File: src/design/crc_pkg.sv
package crc_pkg;

    // ==========================================================
    // Bus and register map
    localparam int unsigned ADDR_W = 8;
    localparam int unsigned DATA_W = 32;
    localparam logic [7:0] OFS_STATUS_CMD = 8'h04;
    localparam logic [7:0] OFS_COLUMN = 8'h08;
    localparam logic [7:0] OFS_IRQ_STATUS = 8'h0C;
    localparam logic [7:0] OFS_IRQ_MASK = 8'h10;
    localparam logic [7:0] OFS_CONTROL = 8'h14;

    // ==========================================================
    // Status byte fields
    localparam int unsigned ST_OVERRUN = 0;
    localparam int unsigned ST_TROUBLE = 1;
    localparam int unsigned ST_HOPPER = 2;
    localparam int unsigned ST_NO_MOTION = 3;
    localparam int unsigned ST_AWAITING = 4;
    localparam int unsigned ST_EXCEPTION = 5;
    localparam int unsigned ST_EOM = 6;
    localparam int unsigned ST_UNAVAIL = 7;

    // ==========================================================
    // Command byte fields
    localparam int unsigned CMD_DISABLE = 0;
    localparam int unsigned CMD_ENABLE = 1;
    localparam int unsigned CMD_FEED = 2;

    // ==========================================================
    // Column data and interrupt events
    localparam int unsigned COL_W = 12;
    localparam int unsigned IRQ_N = 2;
    localparam int unsigned EV_COLUMN = 0;
    localparam int unsigned EV_EXCEPTION = 1;
    localparam logic [IRQ_N-1:0] IRQ_MASK_RESET = 2'h0;
    localparam logic RESET_INT_EN = 1'b0;
    localparam logic RESET_EOM = 1'b1;

    typedef enum logic [0:0] {
        CRC_IDLE = 1'b0,
        CRC_MOVING = 1'b1
    } crc_state_t;

endpackage : crc_pkg

File: src/design/crc_col_buf.sv
`timescale 1ns/100ps
`default_nettype none

module crc_col_buf (
    input wire logic pclk,
    input wire logic presetn,
    input wire logic col_valid,
    input wire logic [crc_pkg::COL_W-1:0] col_data,
    input wire logic col_take,
    output logic buf_valid,
    output logic [crc_pkg::COL_W-1:0] buf_data,
    output logic overrun
);

    typedef struct packed {
        logic valid;
        logic [crc_pkg::COL_W-1:0] data;
        logic ovr;
    } crc_buf_t;

    crc_buf_t s_q;
    crc_buf_t s_d;

    // ==========================================================
    // One-column holding register
    always_comb
    begin
        s_d = s_q;
        s_d.ovr = 1'b0;
        if (col_take)
        begin
            s_d.valid = 1'b0;
        end
        // A new column always overwrites; an old one not taken in the same cycle is lost and flagged
        if (col_valid)
        begin
            s_d.ovr = s_q.valid & ~col_take;
            s_d.valid = 1'b1;
            s_d.data = col_data;
        end
    end

    always_ff @(posedge pclk or negedge presetn)
    begin
        if (!presetn)
        begin
            s_q <= '0;
        end
        else
        begin
            s_q <= s_d;
        end
    end

    assign buf_valid = s_q.valid;
    assign buf_data = s_q.data;
    assign overrun = s_q.ovr;

endmodule : crc_col_buf

`default_nettype wire

File: src/design/crc_irq.sv
`timescale 1ns/100ps
`default_nettype none

module crc_irq (
    input wire logic pclk,
    input wire logic presetn,
    input wire logic [crc_pkg::IRQ_N-1:0] events,
    input wire logic [crc_pkg::IRQ_N-1:0] clear_bits,
    input wire logic mask_wr,
    input wire logic [crc_pkg::IRQ_N-1:0] mask_data,
    input wire logic int_en,
    output logic [crc_pkg::IRQ_N-1:0] sticky,
    output logic [crc_pkg::IRQ_N-1:0] mask,
    output logic irq
);

    typedef struct packed {
        logic [crc_pkg::IRQ_N-1:0] sts;
        logic [crc_pkg::IRQ_N-1:0] msk;
    } crc_irq_t;

    crc_irq_t s_q;
    crc_irq_t s_d;
    logic [crc_pkg::IRQ_N-1:0] sts_next;

    // ==========================================================
    // Sticky bits: an event in the clearing cycle survives
    genvar i;
    generate
        for (i = 0; i < crc_pkg::IRQ_N; i++)
        begin : g_bit
            assign sts_next[i] = events[i] | (s_q.sts[i] & ~clear_bits[i]);
        end
    endgenerate

    always_comb
    begin
        s_d = s_q;
        s_d.sts = sts_next;
        if (mask_wr)
        begin
            s_d.msk = mask_data;
        end
    end

    always_ff @(posedge pclk or negedge presetn)
    begin
        if (!presetn)
        begin
            s_q.sts <= '0;
            s_q.msk <= crc_pkg::IRQ_MASK_RESET;
        end
        else
        begin
            s_q <= s_d;
        end
    end

    assign sticky = s_q.sts;
    assign mask = s_q.msk;
    assign irq = int_en & (|(s_q.sts & s_q.msk));

endmodule : crc_irq

`default_nettype wire

File: src/design/crc_top.sv
`timescale 1ns/100ps
`default_nettype none

module crc_top (
    input wire logic pclk,
    input wire logic presetn,
    input wire logic psel,
    input wire logic penable,
    input wire logic pwrite,
    input wire logic [crc_pkg::ADDR_W-1:0] paddr,
    input wire logic [crc_pkg::DATA_W-1:0] pwdata,
    output logic [crc_pkg::DATA_W-1:0] prdata,
    output logic pready,
    output logic pslverr,
    input wire logic rdr_col_valid,
    input wire logic [crc_pkg::COL_W-1:0] rdr_col_data,
    input wire logic rdr_card_done,
    input wire logic rdr_last_card,
    input wire logic rdr_pick_fail,
    input wire logic rdr_motion_err,
    input wire logic rdr_light_err,
    input wire logic rdr_dark_err,
    input wire logic operator_reset,
    output logic rdr_feed,
    output logic irq
);

    typedef struct packed {
        crc_pkg::crc_state_t state;
        logic trouble;
        logic unavail;
        logic hopper;
        logic overrun;
        logic end_of_motion;
        logic int_en;
        logic feed;
        logic exc_prev;
        logic col_prev;
        logic [crc_pkg::DATA_W-1:0] rdata;
        logic err;
    } crc_top_t;

    crc_top_t s_q;
    crc_top_t s_d;

    logic setup;
    logic access;
    logic wr_acc;
    logic [7:0] status;
    logic [7:0] cmd;
    logic buf_valid;
    logic [crc_pkg::COL_W-1:0] buf_data;
    logic buf_ovr;
    logic col_take;
    logic fault;
    logic feed_ok;
    logic no_motion;
    logic exception;
    logic [crc_pkg::IRQ_N-1:0] irq_events;
    logic [crc_pkg::IRQ_N-1:0] irq_clear;
    logic [crc_pkg::IRQ_N-1:0] irq_sticky;
    logic [crc_pkg::IRQ_N-1:0] irq_mask;
    logic mask_wr;

    // ==========================================================
    // APB decode: zero wait states, read data latched in setup
    assign setup = psel & ~penable;
    assign access = psel & penable;
    assign wr_acc = access & pwrite;
    assign pready = access;
    assign cmd = pwdata[7:0];

    assign col_take = access & ~pwrite & (paddr == crc_pkg::OFS_COLUMN);
    assign mask_wr = wr_acc & (paddr == crc_pkg::OFS_IRQ_MASK);
    assign irq_clear = (wr_acc && paddr == crc_pkg::OFS_IRQ_STATUS) ?
        pwdata[crc_pkg::IRQ_N-1:0] : '0;

    // ==========================================================
    // Status byte
    assign no_motion = (s_q.state == crc_pkg::CRC_IDLE);
    assign exception = s_q.overrun | s_q.trouble | s_q.hopper | no_motion;

    always_comb
    begin
        status = 8'h00;
        status[crc_pkg::ST_OVERRUN] = s_q.overrun;
        status[crc_pkg::ST_TROUBLE] = s_q.trouble;
        status[crc_pkg::ST_HOPPER] = s_q.hopper;
        status[crc_pkg::ST_NO_MOTION] = no_motion;
        status[crc_pkg::ST_AWAITING] = ~no_motion & ~buf_valid;
        status[crc_pkg::ST_EXCEPTION] = exception;
        status[crc_pkg::ST_EOM] = s_q.end_of_motion;
        status[crc_pkg::ST_UNAVAIL] = s_q.unavail;
    end

    // ==========================================================
    // Reader faults and feed gating
    assign fault = rdr_pick_fail | rdr_motion_err | rdr_light_err | rdr_dark_err;
    assign feed_ok = ~(s_q.trouble | s_q.unavail | s_q.hopper);

    assign irq_events[crc_pkg::EV_COLUMN] = buf_valid & ~s_q.col_prev;
    assign irq_events[crc_pkg::EV_EXCEPTION] = exception & ~s_q.exc_prev;

    always_comb
    begin
        s_d = s_q;
        s_d.feed = 1'b0;
        s_d.exc_prev = exception;
        s_d.col_prev = buf_valid;
        s_d.err = 1'b0;

        // Read data and error answer are prepared in the setup cycle
        if (setup)
        begin
            s_d.rdata = '0;
            if (paddr == crc_pkg::OFS_STATUS_CMD)
            begin
                s_d.rdata[7:0] = pwrite ? 8'h00 : status;
            end
            else if (paddr == crc_pkg::OFS_COLUMN)
            begin
                s_d.rdata[crc_pkg::COL_W-1:0] = buf_data;
                s_d.err = pwrite;
            end
            else if (paddr == crc_pkg::OFS_IRQ_STATUS)
            begin
                s_d.rdata[crc_pkg::IRQ_N-1:0] = irq_sticky;
            end
            else if (paddr == crc_pkg::OFS_IRQ_MASK)
            begin
                s_d.rdata[crc_pkg::IRQ_N-1:0] = irq_mask;
            end
            else if (paddr == crc_pkg::OFS_CONTROL)
            begin
                s_d.rdata[0] = s_q.int_en;
            end
            else
            begin
                s_d.err = 1'b1;
            end
        end
        else if (access)
        begin
            s_d.err = s_q.err;
        end

        // Operator reset first so a simultaneous fault still sets
        if (operator_reset)
        begin
            s_d.trouble = 1'b0;
            s_d.unavail = 1'b0;
            s_d.hopper = 1'b0;
        end

        // Command byte
        if (wr_acc && paddr == crc_pkg::OFS_STATUS_CMD)
        begin
            if (cmd[crc_pkg::CMD_DISABLE])
            begin
                s_d.int_en = 1'b0;
            end
            if (cmd[crc_pkg::CMD_ENABLE])
            begin
                s_d.int_en = 1'b1;
            end
            // A fault seen the same cycle blocks the feed as well
            if (cmd[crc_pkg::CMD_FEED] && feed_ok && !fault && !rdr_last_card)
            begin
                s_d.state = crc_pkg::CRC_MOVING;
                s_d.feed = 1'b1;
                s_d.overrun = 1'b0;
                s_d.end_of_motion = 1'b0;
            end
        end

        // Mechanism events
        case (s_q.state)
            crc_pkg::CRC_IDLE:
            begin
            end
            crc_pkg::CRC_MOVING:
            begin
                if (rdr_card_done || fault || rdr_last_card)
                begin
                    s_d.state = crc_pkg::CRC_IDLE;
                    s_d.end_of_motion = 1'b1;
                end
            end
            default:
            begin
                s_d.state = crc_pkg::CRC_IDLE;
            end
        endcase

        if (rdr_last_card)
        begin
            s_d.hopper = 1'b1;
            s_d.state = crc_pkg::CRC_IDLE;
            s_d.end_of_motion = 1'b1;
        end
        if (fault)
        begin
            s_d.trouble = 1'b1;
            s_d.unavail = 1'b1;
            s_d.state = crc_pkg::CRC_IDLE;
        end
        if (buf_ovr)
        begin
            s_d.overrun = 1'b1;
        end
    end

    always_ff @(posedge pclk or negedge presetn)
    begin
        if (!presetn)
        begin
            s_q <= '0;
            s_q.state <= crc_pkg::CRC_IDLE;
            s_q.end_of_motion <= crc_pkg::RESET_EOM;
            s_q.int_en <= crc_pkg::RESET_INT_EN;
            s_q.exc_prev <= 1'b1;
        end
        else
        begin
            s_q <= s_d;
        end
    end

    assign prdata = s_q.rdata;
    assign pslverr = access & s_q.err;
    assign rdr_feed = s_q.feed;

    // ==========================================================
    // Column holding register and interrupt unit
    crc_col_buf u_col_buf (
        .pclk(pclk),
        .presetn(presetn),
        .col_valid(rdr_col_valid),
        .col_data(rdr_col_data),
        .col_take(col_take),
        .buf_valid(buf_valid),
        .buf_data(buf_data),
        .overrun(buf_ovr)
    );

    crc_irq u_irq (
        .pclk(pclk),
        .presetn(presetn),
        .events(irq_events),
        .clear_bits(irq_clear),
        .mask_wr(mask_wr),
        .mask_data(pwdata[crc_pkg::IRQ_N-1:0]),
        .int_en(s_q.int_en),
        .sticky(irq_sticky),
        .mask(irq_mask),
        .irq(irq)
    );

endmodule : crc_top

`default_nettype wire

File: config.mk
export PLATFORM = sky130hd
export DESIGN_NAME = crc_top
export DESIGN_NICKNAME = d
export VERILOG_FILES = /design/src/design/crc_pkg.sv /design/src/design/crc_col_buf.sv /design/src/design/crc_irq.sv /design/src/design/crc_top.sv
export SDC_FILE = /design/constraint.sdc
export NUM_CORES = 1
export LEC_CHECK = 0
export BUFFER_PORTS_ARGS = -buffer_cell sky130_fd_sc_hd__buf_2
export CAP_MARGIN = 40
export CORE_MARGIN = 2
export CORE_UTILIZATION = 45
export CTS_CLUSTER_DIAMETER = 100
export DETAILED_ROUTE_END_ITERATION = 16
export MAX_ROUTING_LAYER = met4
export PLACE_DENSITY = 0.76
export SETUP_SLACK_MARGIN = 0.02
export SYNTH_ARGS = -nofsm -noshare
export SYNTH_HDL_FRONTEND = slang
export SYNTH_SLANG_ARGS = --single-unit
File: constraint.sdc
create_clock -name pclk -period 2.2 [get_ports pclk]
set_input_delay 0.11 -clock pclk [delete_from_list [all_inputs] [get_ports pclk]]
set_output_delay 0.11 -clock pclk [all_outputs]
set_load 0.02 [all_outputs]
**After elaboration in Yosys (flattened, before gate mapping)**

Index checks and enable logic that the tools add are counted.

- Equality and inequality tests: 6
- Mux-type cells: 35
- Bitwise operators: 35
- Reductions and logical operators: 18

Operator list:

| cell | count |
|---|---|
| two-way mux 1 bit | 23 |
| == test 8 x 4 -> 1 bit, second input constant | 2 |
| == test 8 x 5 -> 1 bit, second input constant | 2 |
| two-way mux 8 bit | 2 |
| bitwise AND 1 bit | 14 |
| two-way mux 14 bit | 1 |
| nonzero test 2 bit | 6 |
| two-way mux 10 bit | 1 |
| inverter 1 bit | 10 |
| bitwise OR 1 bit | 10 |
| two-way mux 3 bit | 3 |
| == test 8 x 3 -> 1 bit, second input constant | 1 |
| two-way mux 4 bit | 2 |
| two-way mux 2 bit | 3 |
| logical AND 1 bit | 5 |
| AND reduction 2 bit | 2 |
| bitwise AND 2 bit | 1 |
| zero test 1 bit | 2 |
| logical OR 1 bit | 2 |
| inequality test 2 bit, second input constant | 1 |
| OR reduction 2 bit | 1 |

- Register bits after elaboration: 41
- Input port bits: 65
- Output and inout port bits: 36
- Logic and storage cells: 111

**Longest topological paths before layout**

- Depth in word-level cells: 12
- Gate-level depth with buffers: 5

**Modules after synthesis**

From an unflattened synthesis, not the netlist that was laid out.

- Cell total of the unflattened synthesis: 185
- Area, all modules: 2077.0 um2

Modules (own cells, without submodules):

| module | times used | cells an instance | area an instance (um2) | sequential area each (um2) |
|---|---|---|---|---|
| crc_top | 1 | 143 | 1371.3 | 553.0 |
| crc_col_buf | 1 | 30 | 546.8 | 350.3 |
| crc_irq | 1 | 12 | 158.9 | 100.1 |

**Least setup slack after synthesis**

OpenSTA, ideal clock, no wires.

- Path type: input-to-reg
- From: input paddr[0] (netlist name)
- To: register u_irq.s_q (netlist bit u_irq.mask[0])
- Setup time: 0.125 ns
- Data arrival time: 1.824 ns
- Required time: 2.075 ns
- Path slack: 0.251 ns
- Cell stages on the path: 5
- Buffers on the path: 1
- Cell sequence: or4_4 buf_6 or2_4 or4_4 mux2_4

- Longest elaborated chain between the ends: 2

Ends and longest elaborated chain:

| what | line | RTL |
|---|---|---|
| from (decl) | crc_top.sv:10 | `input wire logic [crc_pkg::ADDR_W-1:0] paddr,` |
| == test 8 x 5 -> 1 bit | crc_top.sv:74 | `assign mask_wr = wr_acc & (paddr == crc_pkg::OFS_IRQ_MASK);` |
| bitwise AND 1 bit | crc_top.sv:74 |  |
| to (decl) | crc_irq.sv:22 | `crc_irq_t s_q;` |

No other way between the ends.
A chain may end at the register's enable or synchronous reset.

**Worst setup path in the final report**

- From: input paddr[0] (netlist name)
- To: register u_irq.s_q (netlist bit u_irq.mask[1])

The elaborated chain is that of the path after synthesis.

==> run metrics <==
All-Layer GR Usage=17.6%; Max-Slew Margin vs Limit=52.1%; DRT Pass-1 Iters=4; hold path depth=2; die width=71.1 µm; final HPWL from detailed placement=3110 µm; clk buf depth=2; RSZ-0062 raised after global routing=false; leakage power=0.00118 µW; met2 GRT Util=27.8%; kind of critical path=in -> reg; Post CTS Setup Buffer Count=0; Ports=101; r2r worst-path depth=3; worst skew pair latency=0.29 ns; Synth Register Bits=40; final WL=4060 µm; H-Tree Depth=2; Layout area overhead=15.1%; clock root cell=clkbuf_8; post-synthesis sequential area ratio=49.6%; Post-Synth Adder-Cell Area=0%; Clock Sinks=40; CP startpoint kind=input pin; DRT iter0 DRCs=109; f_max=576 MHz; share of synthesized registers carrying an async set or reset=100%; main combinational cell family by area after synthesis=buffers and inverters; ys flop type=dfrtp_1; met3 GRT Util=3.99%; max cap viols=0; first-pass GRT wire length=6690 µm; Ys Warns=0; Core Box Area=0.00435 mm²; total congestion overflow=0; grt peak-use layer=met2; DRT antenna net count=0; Initial Utilization=46.5%; EDFF count, synth=0; CP endpoint kind=flip-flop; Synth Area in Simple Gates=13.2%; vias per cell=5.24; CTS-repair resized insts=0; vias in the first global route=1404; largest net degree at the start of global routing=24; met1 Usage GRT=22.5%; DR vias=1419; number of antenna diodes=0; total die area=0.00505 mm²; share of layout cells above drive strength 1=39.7%; Tcrit/Tclk final=78.9%; port bufs=51; Post-route DRC=0; Routed WL per cell=15.0 µm; count of final max-slew check failures=0; Netlist cell types=45; worst ir drop on vdd=0.000409 V; Avg Cell Area, Syn=11.6 µm²; setup violators final=0; CTS tree=yes; post-layout min period=1.73 ns; gpl congestion=0.781; clk_skew=0.00811 ns; xor/xnor cell area share of the yosys netlist=0%; endpoints failing hold=0; Die Span Y=71.1 µm; pwr dens=706 mW/mm²; CTS clk-pin slew, worst paths=0.08 ns; Post-Route Setup TNS=0 ns; crit path DAT=1.91 ns; Max Fanout on Critical Path=6; Synth Area in Compound Gates=12.2%; CTS Buf Count=5; PnR Total Power=1650 µW; row count=24; Post-Synthesis Cells=174; Worst Path Required=2.38 ns; Post-Syn Area=0.00202 mm²; slew of the pin with the lowest slew margin=0.709 ns; initial antenna violation count=0; status=complete, no violations; worst min path class=in -> reg; multiplexer area fraction after synthesis=9.64%; Final #Nets=284
[cell families (layout without fill, tap and decap cells)]
logic type / count (synthesis) / after routing
mux: 17 / 17
other cells: 1 / 20
simple gates: 40 / 40
buf+inv: 46 / 72
flops: 40 / 40
compound gates: 30 / 30
[where the power goes]
| part | switching, µW | leakage (µW) | internal (µW) |
|---|---|---|---|
| Combinational | 98.3 | 0.000626 | 69.5 |
| Clock | 250 | 0.0000642 | 446 |
| Sequential | 17.2 | 0.000488 | 764 |
[cell usage after synthesis, drive strengths merged (2+ instances only)]
cell    number  area [µm²]
dfrtp       38         951
buf         35         267
mux2        14         165
inv          9        33.8
a22o         6        52.6
nor2         6        22.5
a21o         5        37.5
a221o        5        50.1
nand2        5        18.8
nand2b       4        25.0
nor4         4        31.3
or4          4        38.8
mux2i        3        30.0
or3b         3        26.3
a21boi       2        15.0
a222oi       2        20.0
a31oi        2        12.5
clkbuf       2        7.51
dfstp        2        52.6
nor4b        2        17.5
o22ai        2        12.5
o41ai        2        17.5
[state kept, by name (all words and copies together), names as in the netlist]
register             count
u_irq.sticky             2
u_irq.mask               2
u_col_buf.buf_data      12
prdata                  12
s_q                      9
u_col_buf.buf_valid      1
u_col_buf.overrun        1
rdr_feed                 1
[stage by stage]
step                      cells  cell area, µm²  util (%)  hold WS (ns)  setup slack [ns]
after global placement      262            2160      49.7         0.284             0.168
after detailed placement    263            2190      50.3        0.0846             0.150
after global routing        271            2330      53.5        0.0411             0.442
after CTS                   271            2330      53.5        0.0390             0.465
final                       271            2330      53.5        0.0430             0.465
after floorplan             193            2100         -        -0.186             0.251
[layer usage]
layer  share of wire [%]  up-vias  wire (µm)
met5                   0        -          0
li1                    -      661          -
met1                  44      696       1790
met2                  49       54       1970
met4                 1.6        0         63
met3                 5.7        8        231
[final cells by class]
class                   count  area (µm²)
fillers                   389        2020
repair buffers             56         315
clock inverters             2        60.1
inverters                   9        33.8
flip-flops and latches     40        1000
well taps                  52        65.1
clock buffers               5        68.8
multi-input cells         107         785
[repair_timing]
| action | 4_1_cts | 5_1_grt |
|---|---|---|
| setup endpoints to repair | 0 | 0 |
| hold buffers | 1 | 0 |
| hold endpoints to repair | 17 | 0 |
[final timing paths]
check	from	to	slack, ns
worst min-delay path	rdr_col_data[10]	u_col_buf.buf_data[10]$_DFFE_PN0P_	0.04
min in group asynchronous	presetn	u_col_buf.buf_data[7]$_DFFE_PN0P_	0.29
worst max-delay path	paddr[0]	u_irq.mask[1]$_DFFE_PN0P_	0.47
worst max register to register	s_q[41]$_DFFE_PN0P_	prdata[5]$_DFFE_PN0P_	0.54
max in group asynchronous	presetn	s_q[37]$_DFF_PN1_	1.36
worst min register to register	u_col_buf.overrun$_DFF_PN0_	s_q[38]$_DFFE_PN0P_	0.44
[critical path, stage by stage]
cell	delay [ns]
buf_2	0.10
or4_4	0.57
or2_4	0.28
or4_4	0.54
mux2_4	0.31
[placed cells by master (no fill, tap or decap), types with 3 or more instances in the layout]
cell / instances
nand2b_1: 4
nor2_1: 6
a221o_1: 5
a21o_1: 5
mux2i_1: 3
dfrtp_1: 38
nand2_1: 5
inv_1: 9
or3b_2: 3
nor4_1: 3
mux2_2: 12
conb_1: 20
buf_2: 51
a22o_1: 6
clkbuf_8: 5
buf_4: 3
(Power assumes the default switching activity.)
